## src/logic/brs_pkg.sv

```systemverilog
// Package: register map, field positions, reset values and servo timing for the reference servo block
`default_nettype none
package brs_pkg;
   localparam int unsigned ADDR_W = 4;
   localparam logic [ADDR_W-1:0] OFF_ENABLE_LOAD = 4'h5;
   localparam logic [ADDR_W-1:0] OFF_SERVO_CFG = 4'h9;
   localparam logic [ADDR_W-1:0] OFF_VOLT_UPPER = 4'ha;
   localparam logic [ADDR_W-1:0] OFF_VOLT_LOW = 4'hb;
   localparam logic [ADDR_W-1:0] OFF_CUR_TARGET = 4'hc;
   localparam logic [ADDR_W-1:0] OFF_STATUS = 4'hd;
   localparam int unsigned VW = 11;
   localparam int unsigned CW = 8;
   localparam int unsigned BIT_SW_ENABLE = 0;
   localparam int unsigned BIT_LOAD = 1;
   localparam int unsigned BIT_DISCHARGE = 4;
   localparam int unsigned DIV_LSB = 6;
   localparam logic [VW-1:0] VOLT_CLAMP = 11'h780;
   localparam logic [7:0] RST_ENABLE_LOAD = 8'h00;
   localparam logic [7:0] RST_SERVO_CFG = 8'h00;
   localparam logic [7:0] RST_VOLT_UPPER = 8'h00;
   localparam logic [7:0] RST_VOLT_LOW = 8'h00;
   localparam logic [7:0] RST_CUR_TARGET = 8'h00;
   // Servo master clock rate and the four divide ratios selectable in the config field
   localparam int unsigned CLK_HZ = 125000000;
   localparam int unsigned SERVO_MASTER_HZ = 1000000;
   localparam int unsigned MASTER_CYCLES = CLK_HZ / SERVO_MASTER_HZ;
   localparam int unsigned DIV_RATIO0 = 1;
   localparam int unsigned DIV_RATIO1 = 2;
   localparam int unsigned DIV_RATIO2 = 4;
   localparam int unsigned DIV_RATIO3 = 8;
   typedef struct packed {
      logic enable;
      logic discharge;
   } brs_power_s;
endpackage : brs_pkg
`default_nettype wire

```

## src/logic/brs_servo_chan.sv

```systemverilog
// One servo channel: comparator plus up/down counter stepping toward a target
`default_nettype none
module brs_servo_chan #(
   parameter int unsigned W = 8
) (
   input wire logic clk_i,
   input wire logic rstn_i,
   input wire logic hold_zero_i,
   input wire logic tick_i,
   input wire logic [W-1:0] target_i,
   output logic [W-1:0] count_o,
   output logic at_target_o
);
   wire logic go_up = count_o < target_i;
   wire logic go_down = count_o > target_i;

   always_ff @(posedge clk_i) begin
      if (!rstn_i || hold_zero_i) begin
         count_o <= '0;
      end else if (tick_i && go_up) begin
         count_o <= count_o + W'(1);
      end else if (tick_i && go_down) begin
         count_o <= count_o - W'(1);
      end
   end

   assign at_target_o = !go_up && !go_down;

   step_size_a: assert property (@(posedge clk_i) disable iff (!rstn_i || hold_zero_i)
      $past(rstn_i) && !$past(hold_zero_i) && count_o != $past(count_o) |->
      (count_o == $past(count_o) + W'(1)) || (count_o == $past(count_o) - W'(1)))
      else $error("servo count moved by more than one step");
   idle_hold_a: assert property (@(posedge clk_i) disable iff (!rstn_i || hold_zero_i)
      !tick_i |=> $stable(count_o))
      else $error("servo count moved without a tick");
endmodule : brs_servo_chan
`default_nettype wire

```

## src/logic/brs_top.sv

```systemverilog
// Reference servo and enable control for a buck regulator, registers on Avalon-MM
// Behaviour
// Voltage target is 11 bits: an 8-bit register and a 3-bit register.
// Upper byte forms bits 10:3, the low field forms bits 2:0.
// Host writes both target fields before setting the load bit.
// Writing one to the load bit transfers all 11 bits at once.
// Active voltage target changes only on a load command.
// Load bit is a one-shot: one transfer per write, reads back zero.
// Voltage codes above 0x780 are clamped to 0x780.
// Current target is a full 8-bit register.
// Servo has 11-bit and 8-bit comparators and up/down counters.
// Counters step toward target each divided tick, hold when equal.
// Counter values, not registers, drive the reference converters.
// Voltage and current channels servo independently and in parallel.
// Two-bit config field picks servo clock divide ratio.
// Each tick moves a counter by exactly one step.
// Internal enable is enable pin OR register enable bit.
// Internal enable low holds voltage counter at zero; rising starts soft-start.
// Regulator disabled when internal enable low, regulates when high.
// Disabled with discharge bit set turns on discharge path.
// Open enable pin reads high so regulator enables at bias ready.
// External driver holds enable pin low for the minimum low time.
//
// Design decisions made here: the Avalon-MM interface to the registers and the placing of the registers.
`default_nettype none
module brs_top
   import brs_pkg::*;
#(
   parameter int unsigned MASTER_DIV = brs_pkg::MASTER_CYCLES
) (
   input wire logic CLK_I,
   input wire logic RSTN_I,
   input wire logic [brs_pkg::ADDR_W-1:0] AVS_ADDRESS_I,
   input wire logic AVS_READ_I,
   input wire logic AVS_WRITE_I,
   input wire logic [31:0] AVS_WRITEDATA_I,
   input wire logic [3:0] AVS_BYTEENABLE_I,
   output logic [31:0] AVS_READDATA_O,
   output logic AVS_WAITREQUEST_O,
   input wire logic ENABLE_PIN_I,
   input wire logic BIAS_READY_I,
   output logic [brs_pkg::VW-1:0] VOLTAGE_REFERENCE_OUTPUT_O,
   output logic [brs_pkg::CW-1:0] CURRENT_REFERENCE_CONVERTER_O,
   output logic REGULATOR_ENABLE_O,
   output logic OUTPUT_DISCHARGE_PATH_O,
   output logic INTERNAL_ENABLE_O
);
   import brs_pkg::*;

   logic [7:0] voltage_target_upper_byte;
   logic [2:0] voltage_target_low_bits;
   logic [7:0] enable_and_load_control;
   logic [7:0] current_limit_target;
   logic [7:0] servo_and_discharge_config;
   logic [VW-1:0] active_voltage_target;
   logic ack;
   logic [15:0] master_cnt;
   logic master_tick;
   logic [3:0] div_cnt;
   logic servo_tick;
   brs_power_s power;

   wire logic [VW-1:0] v_count;
   wire logic [CW-1:0] c_count;
   wire logic v_at;
   wire logic c_at;

   // A request is answered one cycle after it is raised, then waitrequest drops for one edge
   wire logic req = (AVS_READ_I || AVS_WRITE_I) && !ack;
   wire logic wr_go = AVS_WRITE_I && ack;
   wire logic lane0 = AVS_BYTEENABLE_I[0];
   wire logic wr_en_load = wr_go && lane0 && AVS_ADDRESS_I == OFF_ENABLE_LOAD;
   wire logic wr_cfg = wr_go && lane0 && AVS_ADDRESS_I == OFF_SERVO_CFG;
   wire logic wr_vup = wr_go && lane0 && AVS_ADDRESS_I == OFF_VOLT_UPPER;
   wire logic wr_vlo = wr_go && lane0 && AVS_ADDRESS_I == OFF_VOLT_LOW;
   wire logic wr_cur = wr_go && lane0 && AVS_ADDRESS_I == OFF_CUR_TARGET;
   wire logic load_cmd = wr_en_load && AVS_WRITEDATA_I[BIT_LOAD];
   wire logic [VW-1:0] raw_code = {voltage_target_upper_byte, voltage_target_low_bits};
   wire logic [VW-1:0] clamped_code = (raw_code > VOLT_CLAMP) ? VOLT_CLAMP : raw_code;
   wire logic next_internal_enable = ENABLE_PIN_I || enable_and_load_control[BIT_SW_ENABLE];
   wire logic [1:0] div_sel = servo_and_discharge_config[DIV_LSB +: 2];

   function automatic logic [3:0] div_ratio(input logic [1:0] sel);
      case (sel)
         2'd0: div_ratio = 4'(DIV_RATIO0);
         2'd1: div_ratio = 4'(DIV_RATIO1);
         2'd2: div_ratio = 4'(DIV_RATIO2);
         default: div_ratio = 4'(DIV_RATIO3);
      endcase
   endfunction

   function automatic logic [7:0] reg_value(input logic [ADDR_W-1:0] a, input logic [7:0] el, input logic [7:0] cfg,
                                            input logic [7:0] vu, input logic [2:0] vl, input logic [7:0] cu,
                                            input logic [7:0] st);
      case (a)
         OFF_ENABLE_LOAD: reg_value = el;
         OFF_SERVO_CFG: reg_value = cfg;
         OFF_VOLT_UPPER: reg_value = vu;
         OFF_VOLT_LOW: reg_value = {5'h00, vl};
         OFF_CUR_TARGET: reg_value = cu;
         OFF_STATUS: reg_value = st;
         default: reg_value = 8'h00;
      endcase
   endfunction

   wire logic [7:0] status_byte = {5'h00, c_at, v_at, power.enable};
   wire logic [7:0] rd_byte = reg_value(AVS_ADDRESS_I, enable_and_load_control, servo_and_discharge_config,
                                        voltage_target_upper_byte, voltage_target_low_bits,
                                        current_limit_target, status_byte);

   // Bus handshake and read data
   always_ff @(posedge CLK_I) begin
      if (!RSTN_I) begin
         ack <= 1'b0;
         AVS_WAITREQUEST_O <= 1'b1;
         AVS_READDATA_O <= 32'h0000_0000;
      end else begin
         ack <= req;
         AVS_WAITREQUEST_O <= !req;
         if (req && AVS_READ_I) begin
            AVS_READDATA_O <= {24'h00_0000, rd_byte};
         end
      end
   end

   // Register writes; the load bit never stores, so it reads back zero
   always_ff @(posedge CLK_I) begin
      if (!RSTN_I) begin
         enable_and_load_control <= RST_ENABLE_LOAD;
         servo_and_discharge_config <= RST_SERVO_CFG;
         voltage_target_upper_byte <= RST_VOLT_UPPER;
         voltage_target_low_bits <= RST_VOLT_LOW[2:0];
         current_limit_target <= RST_CUR_TARGET;
      end else begin
         if (wr_en_load) begin
            enable_and_load_control <= AVS_WRITEDATA_I[7:0] & ~(8'h01 << BIT_LOAD);
         end
         if (wr_cfg) begin
            servo_and_discharge_config <= AVS_WRITEDATA_I[7:0];
         end
         if (wr_vup) begin
            voltage_target_upper_byte <= AVS_WRITEDATA_I[7:0];
         end
         if (wr_vlo) begin
            voltage_target_low_bits <= AVS_WRITEDATA_I[2:0];
         end
         if (wr_cur) begin
            current_limit_target <= AVS_WRITEDATA_I[7:0];
         end
      end
   end

   // The host must write both fields before loading; the transfer takes whatever is stored then
   always_ff @(posedge CLK_I) begin
      if (!RSTN_I) begin
         active_voltage_target <= '0;
      end else if (load_cmd) begin
         active_voltage_target <= clamped_code;
      end
   end

   // Servo master clock enable, then the selectable divider
   always_ff @(posedge CLK_I) begin
      if (!RSTN_I) begin
         master_cnt <= '0;
         master_tick <= 1'b0;
         div_cnt <= '0;
         servo_tick <= 1'b0;
      end else begin
         master_tick <= master_cnt == 16'(MASTER_DIV - 1);
         master_cnt <= (master_cnt == 16'(MASTER_DIV - 1)) ? 16'h0000 : master_cnt + 16'h0001;
         servo_tick <= 1'b0;
         if (master_tick) begin
            if (div_cnt >= div_ratio(div_sel) - 4'h1) begin
               div_cnt <= 4'h0;
               servo_tick <= 1'b1;
            end else begin
               div_cnt <= div_cnt + 4'h1;
            end
         end
      end
   end

   // Enable pin is sampled each clock; lows shorter than a cycle can be missed
   always_ff @(posedge CLK_I) begin
      if (!RSTN_I) begin
         power <= '0;
      end else begin
         power.enable <= next_internal_enable && BIAS_READY_I;
         power.discharge <= !(next_internal_enable && BIAS_READY_I)
                            && servo_and_discharge_config[BIT_DISCHARGE];
      end
   end

   // Separate channels with their own comparators so ramps run in parallel
   brs_servo_chan #(.W(VW)) u_volt (
      .clk_i(CLK_I),
      .rstn_i(RSTN_I),
      .hold_zero_i(!power.enable),
      .tick_i(servo_tick),
      .target_i(active_voltage_target),
      .count_o(v_count),
      .at_target_o(v_at)
   );

   brs_servo_chan #(.W(CW)) u_cur (
      .clk_i(CLK_I),
      .rstn_i(RSTN_I),
      .hold_zero_i(1'b0),
      .tick_i(servo_tick),
      .target_i(current_limit_target),
      .count_o(c_count),
      .at_target_o(c_at)
   );

   always_ff @(posedge CLK_I) begin
      if (!RSTN_I) begin
         VOLTAGE_REFERENCE_OUTPUT_O <= '0;
         CURRENT_REFERENCE_CONVERTER_O <= '0;
         REGULATOR_ENABLE_O <= 1'b0;
         OUTPUT_DISCHARGE_PATH_O <= 1'b0;
         INTERNAL_ENABLE_O <= 1'b0;
      end else begin
         VOLTAGE_REFERENCE_OUTPUT_O <= v_count;
         CURRENT_REFERENCE_CONVERTER_O <= c_count;
         REGULATOR_ENABLE_O <= power.enable;
         OUTPUT_DISCHARGE_PATH_O <= power.discharge;
         INTERNAL_ENABLE_O <= power.enable;
      end
   end

   load_only_a: assert property (@(posedge CLK_I) disable iff (!RSTN_I)
      !load_cmd |=> $stable(active_voltage_target))
      else $error("active target changed without a load");
   load_xfer_a: assert property (@(posedge CLK_I) disable iff (!RSTN_I)
      load_cmd |=> active_voltage_target == $past(clamped_code))
      else $error("load did not transfer the full code");
   clamp_limit_a: assert property (@(posedge CLK_I) disable iff (!RSTN_I)
      active_voltage_target <= VOLT_CLAMP)
      else $error("voltage target above clamp");
   load_readback_a: assert property (@(posedge CLK_I) disable iff (!RSTN_I)
      !enable_and_load_control[BIT_LOAD])
      else $error("load bit stored");
   enable_or_a: assert property (@(posedge CLK_I) disable iff (!RSTN_I)
      BIAS_READY_I && (ENABLE_PIN_I || enable_and_load_control[BIT_SW_ENABLE]) |=> ##1 REGULATOR_ENABLE_O)
      else $error("enable not followed");
   soft_start_a: assert property (@(posedge CLK_I) disable iff (!RSTN_I)
      !power.enable |=> v_count == '0)
      else $error("voltage counter not held at zero");
   discharge_a: assert property (@(posedge CLK_I) disable iff (!RSTN_I)
      OUTPUT_DISCHARGE_PATH_O |-> !REGULATOR_ENABLE_O)
      else $error("discharge while enabled");
   ref_follow_a: assert property (@(posedge CLK_I) disable iff (!RSTN_I)
      $past(RSTN_I) |-> CURRENT_REFERENCE_CONVERTER_O == $past(c_count))
      else $error("current reference not from counter");

   // Bus side: waitrequest is a single-cycle answer, idle keeps it high
   wait_pulse_a: assert property (@(posedge CLK_I) disable iff (!RSTN_I)
      !AVS_WAITREQUEST_O |=> AVS_WAITREQUEST_O)
      else $error("waitrequest low for more than one cycle");
   idle_wait_a: assert property (@(posedge CLK_I) disable iff (!RSTN_I)
      !AVS_READ_I && !AVS_WRITE_I |=> AVS_WAITREQUEST_O)
      else $error("waitrequest dropped with no request");
   read_upper_a: assert property (@(posedge CLK_I) disable iff (!RSTN_I)
      AVS_READDATA_O[31:8] == 24'h00_0000)
      else $error("read data upper lanes not zero");

   // Loading: one transfer per write, the clamp applied, both fields taken together
   one_shot_a: assert property (@(posedge CLK_I) disable iff (!RSTN_I)
      load_cmd |=> !load_cmd)
      else $error("load command lasted more than one cycle");
   clamp_load_a: assert property (@(posedge CLK_I) disable iff (!RSTN_I)
      load_cmd && raw_code > VOLT_CLAMP |=> active_voltage_target == VOLT_CLAMP)
      else $error("large code not clamped on load");
   code_load_a: assert property (@(posedge CLK_I) disable iff (!RSTN_I)
      load_cmd && raw_code <= VOLT_CLAMP |=>
      active_voltage_target == {$past(voltage_target_upper_byte), $past(voltage_target_low_bits)})
      else $error("loaded code not upper byte over low bits");

   // Servo: ticks come from the master enable; each channel moves or holds on its own
   tick_src_a: assert property (@(posedge CLK_I) disable iff (!RSTN_I)
      servo_tick |-> $past(master_tick))
      else $error("servo tick without master tick");
   cur_move_a: assert property (@(posedge CLK_I) disable iff (!RSTN_I)
      servo_tick && !c_at |=> c_count != $past(c_count))
      else $error("current counter missed a tick");
   volt_move_a: assert property (@(posedge CLK_I) disable iff (!RSTN_I)
      servo_tick && !v_at && power.enable |=> v_count != $past(v_count))
      else $error("voltage counter missed a tick");
   cur_hold_a: assert property (@(posedge CLK_I) disable iff (!RSTN_I)
      c_at |=> c_count == $past(c_count))
      else $error("current counter moved at target");
   volt_hold_a: assert property (@(posedge CLK_I) disable iff (!RSTN_I)
      v_at && power.enable |=> v_count == $past(v_count))
      else $error("voltage counter moved at target");
   volt_follow_a: assert property (@(posedge CLK_I) disable iff (!RSTN_I)
      $past(RSTN_I) |-> VOLTAGE_REFERENCE_OUTPUT_O == $past(v_count))
      else $error("voltage reference not from counter");

   // Power: enable and discharge outputs follow the internal enable two cycles later
   off_disable_a: assert property (@(posedge CLK_I) disable iff (!RSTN_I)
      !power.enable |=> !REGULATOR_ENABLE_O && !INTERNAL_ENABLE_O)
      else $error("regulator on while internal enable low");
   enable_drop_a: assert property (@(posedge CLK_I) disable iff (!RSTN_I)
      !BIAS_READY_I || !(ENABLE_PIN_I || enable_and_load_control[BIT_SW_ENABLE]) |=> ##1 !REGULATOR_ENABLE_O)
      else $error("regulator stayed on after enable dropped");
   discharge_on_a: assert property (@(posedge CLK_I) disable iff (!RSTN_I)
      !(next_internal_enable && BIAS_READY_I) && servo_and_discharge_config[BIT_DISCHARGE] |=> ##1
      OUTPUT_DISCHARGE_PATH_O)
      else $error("discharge path off while disabled");
   hiz_off_a: assert property (@(posedge CLK_I) disable iff (!RSTN_I)
      !servo_and_discharge_config[BIT_DISCHARGE] |=> ##1 !OUTPUT_DISCHARGE_PATH_O)
      else $error("discharge path on with discharge deselected");
endmodule : brs_top
`default_nettype wire

```

## config.mk

```make
export PLATFORM = sky130hd
export DESIGN_NAME = brs_top
export DESIGN_NICKNAME = d
export VERILOG_FILES = /design/src/logic/brs_pkg.sv /design/src/logic/brs_servo_chan.sv /design/src/logic/brs_top.sv
export SDC_FILE = /design/constraint.sdc
export NUM_CORES = 1
export LEC_CHECK = 0
export BUFFER_PORTS_ARGS = -buffer_cell sky130_fd_sc_hd__buf_4
export CAP_MARGIN = 20
export CORE_UTILIZATION = 56
export DETAILED_ROUTE_END_ITERATION = 12
export PLACE_DENSITY_LB_ADDON = 0.05
export SLEW_MARGIN = 20
export SYNTH_ARGS = -nofsm -noshare
export SYNTH_HDL_FRONTEND = slang
export SYNTH_SLANG_ARGS = --single-unit
```

## constraint.sdc

```tcl
create_clock -name CLK_I -period 3.6 [get_ports CLK_I]
set_input_delay 0.36 -clock CLK_I [delete_from_list [all_inputs] [get_ports CLK_I]]
set_output_delay 0.36 -clock CLK_I [all_outputs]
set_load 0.01 [all_outputs]
```

# Word-level counts from Yosys, hierarchy flattened
# Cells that the tools add are included.
# totals
output_inout_bits,55
register_bits,119
inputBits,46
# classes
add_sub_neg,7
muxes,11
reduce_logical,35
magnitude_cmp,6
bitwise_logic,1
eq_ne,9
# op_table
cell,n
$pmux 8 s6,1
$mux 11,3
$eq 4x4->1 const B,5
$logic_and 1x1->1,18
$add 16x1->16 const B,1
$eq 16x7->1 const B,1
$mux 8,2
$mux 4,3
$pmux 4 s3,1
$add 11x1->11 const B,1
$gt 11x11->1,1
$gt 11x11->1 const B,1
$lt 11x11->1,1
$sub 11x1->11 const B,1
$logic_not 1->1,9
$add 8x1->8 const B,1
$gt 8x8->1,1
$lt 8x8->1,1
$sub 8x1->8 const B,1
$add 4x1->4 const B,1
$eq 4x3->1 const B,1
$ge 4x4->1,1
$reduce_bool 2->1,2
$sub 4x1->4 const B,1
other kinds (8),10

# Longest topological paths before layout
# depth
depth_word,7
mapped_depth,15
depth_no_buf,15

# Modules after synthesis
# Synthesis repeated with hierarchy kept, for this count alone.
# hier_totals
cells_unflattened,682
hier_area_um2,6187.2
# modules_own_cells
module,cells_per_inst,instances,area_each_um2,seq_area_each_um2
brs_top,447,1,4239.1,2001.9
brs_servo_chan at u_volt,143,1,1173.6,220.2
brs_servo_chan at u_cur,92,1,774.5,160.2

# Worst setup path after synthesis
# OpenSTA, ideal clock, no wires.
# synth_path
kind,register to register
from,reg active_voltage_target[2]
to,reg u_volt.count_o[10]
stages_incl_launch_ff,15
path_buffers,0
setup_slack_ns,0.429
period_less_slack_ns,3.171
arrival_time_ns,3.056
setup_ns,0.115
cell_sequence,dfxtp_1 -> inv_1 -> ha_1 -> a21oi_1 -> nand2_1 -> a221oi_2 -> o21a_1 -> nand2_1 -> fa_1 -> a211oi_1 -> o211ai_1 -> a41o_1 -> o31ai_1 -> xnor2_1 -> nor2_1
# synth_between
elab_chain_cells,3
# synth_rtl
item,line,source
start: declaration,brs_top.sv:55,logic [VW-1:0] active_voltage_target;
start signal: assignment,brs_top.sv:158,active_voltage_target <= clamped_code;
$lt 11x11->1 / $gt 11x11->1 (equally long branches),"brs_servo_chan.sv:14, brs_servo_chan.sv:15",
$logic_and 1x1->1 (on tied branches),"brs_servo_chan.sv:20, brs_servo_chan.sv:22",
$mux 11 / $reduce_bool 2->1 (equally long branches),-,
end signal: assignment,brs_servo_chan.sv:21,count_o <= count_o + W'(1);
end signal: assignment,brs_servo_chan.sv:23,count_o <= count_o - W'(1);
end: declaration,brs_servo_chan.sv:11,"output logic [W-1:0] count_o,"
# Parallel ways exist; a longest one is shown, timed or not.
# A chain may end at the register's enable or synchronous reset.

# Worst setup path in the final report
# layout_path
from,reg current_limit_target[5]
to,reg u_cur.count_o[7]
# layout_between
elab_chain_cells,3
# layout_rtl
item,line,source
start: declaration,brs_top.sv:53,logic [7:0] current_limit_target;
start signal: assignment,brs_top.sv:148,current_limit_target <= AVS_WRITEDATA_I[7:0];
$lt 8x8->1 / $gt 8x8->1 (equally long branches),"brs_servo_chan.sv:14, brs_servo_chan.sv:15",
$logic_and 1x1->1 (on tied branches),"brs_servo_chan.sv:20, brs_servo_chan.sv:22",
$mux 8 / $reduce_bool 2->1 (equally long branches),-,
end signal: assignment,brs_servo_chan.sv:21,
end signal: assignment,brs_servo_chan.sv:23,
end: declaration,brs_servo_chan.sv:11,
# Parallel ways exist; a longest one is shown, timed or not.

==> out/metrics.csv <==
metric,value,unit
fin_util,0.687,
status,"finished, final reports clean",
synth_edf_count,0,
post_cts_buffers,0,
clock_power_share,0.546,
skew,6.32,ps
async_flop_share,0,
drt_wl_total,12900,um
syn_avg_cell_area,8.82,sq um
fp.dieW,104,um
tritoncts,built,
io_pins,101,
slew_headroom,0.395,
core_area,9950,sq um
hold_path.class,input pin to register,
fp-row-count,36,
layout-drive-gt1-share,0.136,
drtAntennaViolNets,0,
rsz0062_at_grt,no,
cts_inserted_buffers,17,
clock-sinks,119,
ctsHoldBuffers,0,
nets,798,
worstPathArrival,3790,ps
yosys_warnings,0,
drtPass1Iterations,5,
grt_pass1_wl,21200,um
hold_viol_final,0,
final.fill_count,814,
synth_flop_cell,dfxtp_1,
grt-ovfl-total,0,
antenna_cells,0,
clk_path_buf_depth,2,
place.gp.congestion,0.855,
final_cell_mix,"dfxtp_1 (119), nor2_1 (85), a21oi_1 (56), buf_4 (56), nand2_1 (53)",
numPortBuffers,49,
intPower,0.00252,W
htreeDepth,4,
dr_total_vias,4666,
critical_path.max_fanout,7,
p_leak,3.00,nW
start_util,0.586,
critPathCaptureType,register,
synthDistinctLibCells,54,
placedCellCount,824,
cap_viol_max_count,0,
dieHeight,104,um
grt_usage,0.249,
synth-seq-area-share,0.409,
worstPathRequired,4050,ps
syn2layout_area_growth,17.2,%
clock-root-buffer,clkbuf_8,
netlist_instances,661,
setup_viol,0,
startpoint_type,register,
dieArea,10800,sq um
synth_area,5830,sq um
drtIter0Drc,173,
insertion_delay,530,ps
viasPerCell,5.46,
final.setup.tns,0,ps
power.density,462,nW/um^2
ir_drop,0.422,mV
grt_pass1_vias,4435,
p_switching,0.000642,W
slew_viol_final,0,
worst_pin_slew,904,ps
combinationalPowerShare,0.033,
p_sw_frac,0.203,
ys_ff_latch,119,
total_power,0.00316,W
dp_hpwl,9120,um
period_minus_slack,3340,ps
drc,0,
path_clk_slew,60,ps
final_common_cell,dfxtp_1,
worstSetupPathType,register to register,
wire_per_inst,15.1,um
final.period_utilization,0.928,
seqPwrFrac,0.422,
fmax,299,MHz
antenna_found_initial,0,
grt_max_degree,59,
fin_cells,855,
## Yosys cell counts (all sizes together) (3+ instances only)
cell	instances	area (sq um)
mux2i	38	380
nand2b	5	31.3
nand2	56	218
a21o	8	60.1
inv	34	128
a22oi	7	52.6
buf	32	231
clkbuf	17	63.8
ha	40	500
o31ai	4	30.0
xor2	15	131
nor2b	8	50.1
a211oi	3	22.5
nor2	86	325
nand3	28	140
xnor2	19	166
dfxtp	119	2380
o21ai	13	65.1
nor3	3	15.0
and3	10	62.6
o21bai	3	22.5
a21oi	56	280
and2	14	87.6
nand4	6	37.5
a22o	8	70.1
## state kept, by name, indices dropped and copies added, names as in the netlist
register,flops
enable_and_load_control,7
AVS_READDATA_O,8
servo_and_discharge_config,8
voltage_target_upper_byte,8
u_volt.count_o,11
CURRENT_REFERENCE_CONVERTER_O,8
INTERNAL_ENABLE_O,1
voltage_target_low_bits,3
servo_tick,1
current_limit_target,8
VOLTAGE_REFERENCE_OUTPUT_O,11
div_cnt,4
ack,1
u_cur.count_o,8
active_voltage_target,11
OUTPUT_DISCHARGE_PATH_O,1
AVS_WAITREQUEST_O,1
power,2
master_tick,1
master_cnt,16
## power groups by stage
stage	clock network (W)	registers, W	logic, W
2_1_floorplan	0	0.00136	0.0000791
3_3_place_gp	0	0.00136	0.0000995
3_5_place_dp	0	0.00136	0.000101
4_1_cts	0.00175	0.00133	0.000101
5_1_grt	0.00180	0.00133	0.000112
6_report	0.00172	0.00133	0.000103
## through the flow
stage / setup WS (ps) / area, sq um / hold slack (ps)
2_1_floorplan: 429 / 5920 / 412
3_3_place_gp: 218 / 6210 / 417
3_5_place_dp: 170 / 6210 / 422
4_1_cts: 136 / 6820 / 81.9
5_1_grt: 11.7 / 6830 / 85.8
6_report: 258 / 6830 / 101
## logic make-up after synthesis
group | count (synthesis) | share of synthesized area
AOI/OAI and AO/OA | 116 | 0.129
buffers and inverters | 84 | 0.0732
xor gates and xnor gates | 34 | 0.0511
muxes | 38 | 0.0652
other | 1 | 0.000643
and+or+nand+nor | 227 | 0.180
adders and majority gates | 42 | 0.0927
DFF | 119 | 0.409
## routing by layer
layer  track usage  part of all wire
met1         0.296              0.45
met2         0.421              0.48
met3        0.0633             0.050
met4         0.112             0.021
met5             0                 0
## what timing repair did
| action | in CTS | in global routing |
|---|---|---|
| resized for setup | 0 | 3 |
| setup endpoints to repair | 0 | 2 |
| endpoints found under the hold margin | 0 | 0 |
## path summary, 6_finish.rpt
| kind | slack [ps] | cells after the start | endpoint | startpoint |
|---|---|---|---|---|
| worst max-delay path | 260 | 15 | u_cur.count_o[7] | current_limit_target[5] |
| worst min-delay path | 100 | 3 | servo_and_discharge_config[5] | AVS_WRITEDATA_I[5] |
| worst max register to register | 260 | 15 | u_cur.count_o[7] | current_limit_target[5] |
| worst min register to register | 430 | 1 | OUTPUT_DISCHARGE_PATH_O | power[0] |
## critical path: stages (launching register included)
cell and delay [ps]:
dfxtp_1 360, inv_1 60, ha_1 300, a21o_1 180, a21o_1 160, a21o_1 210, a21oi_1 240, nand2_2 170
ha_1 310, a21oi_1 140, nor2b_1 70, o31ai_1 300, a21oi_1 140, xor2_1 170, or3_1 310, a21oi_1 150
## final cells by class
class                      count  area, sq um  share of cell area
timing repair buffer          56          420              0.0615
sequential                   119         2380               0.349
clock buffer                  24          500              0.0732
multi-input combinational    481         3120               0.456
inverter                      35          131              0.0192
clock inverter                 7          115              0.0168
tap                          133          166              0.0244
Power figures use the tool's default switching activity.
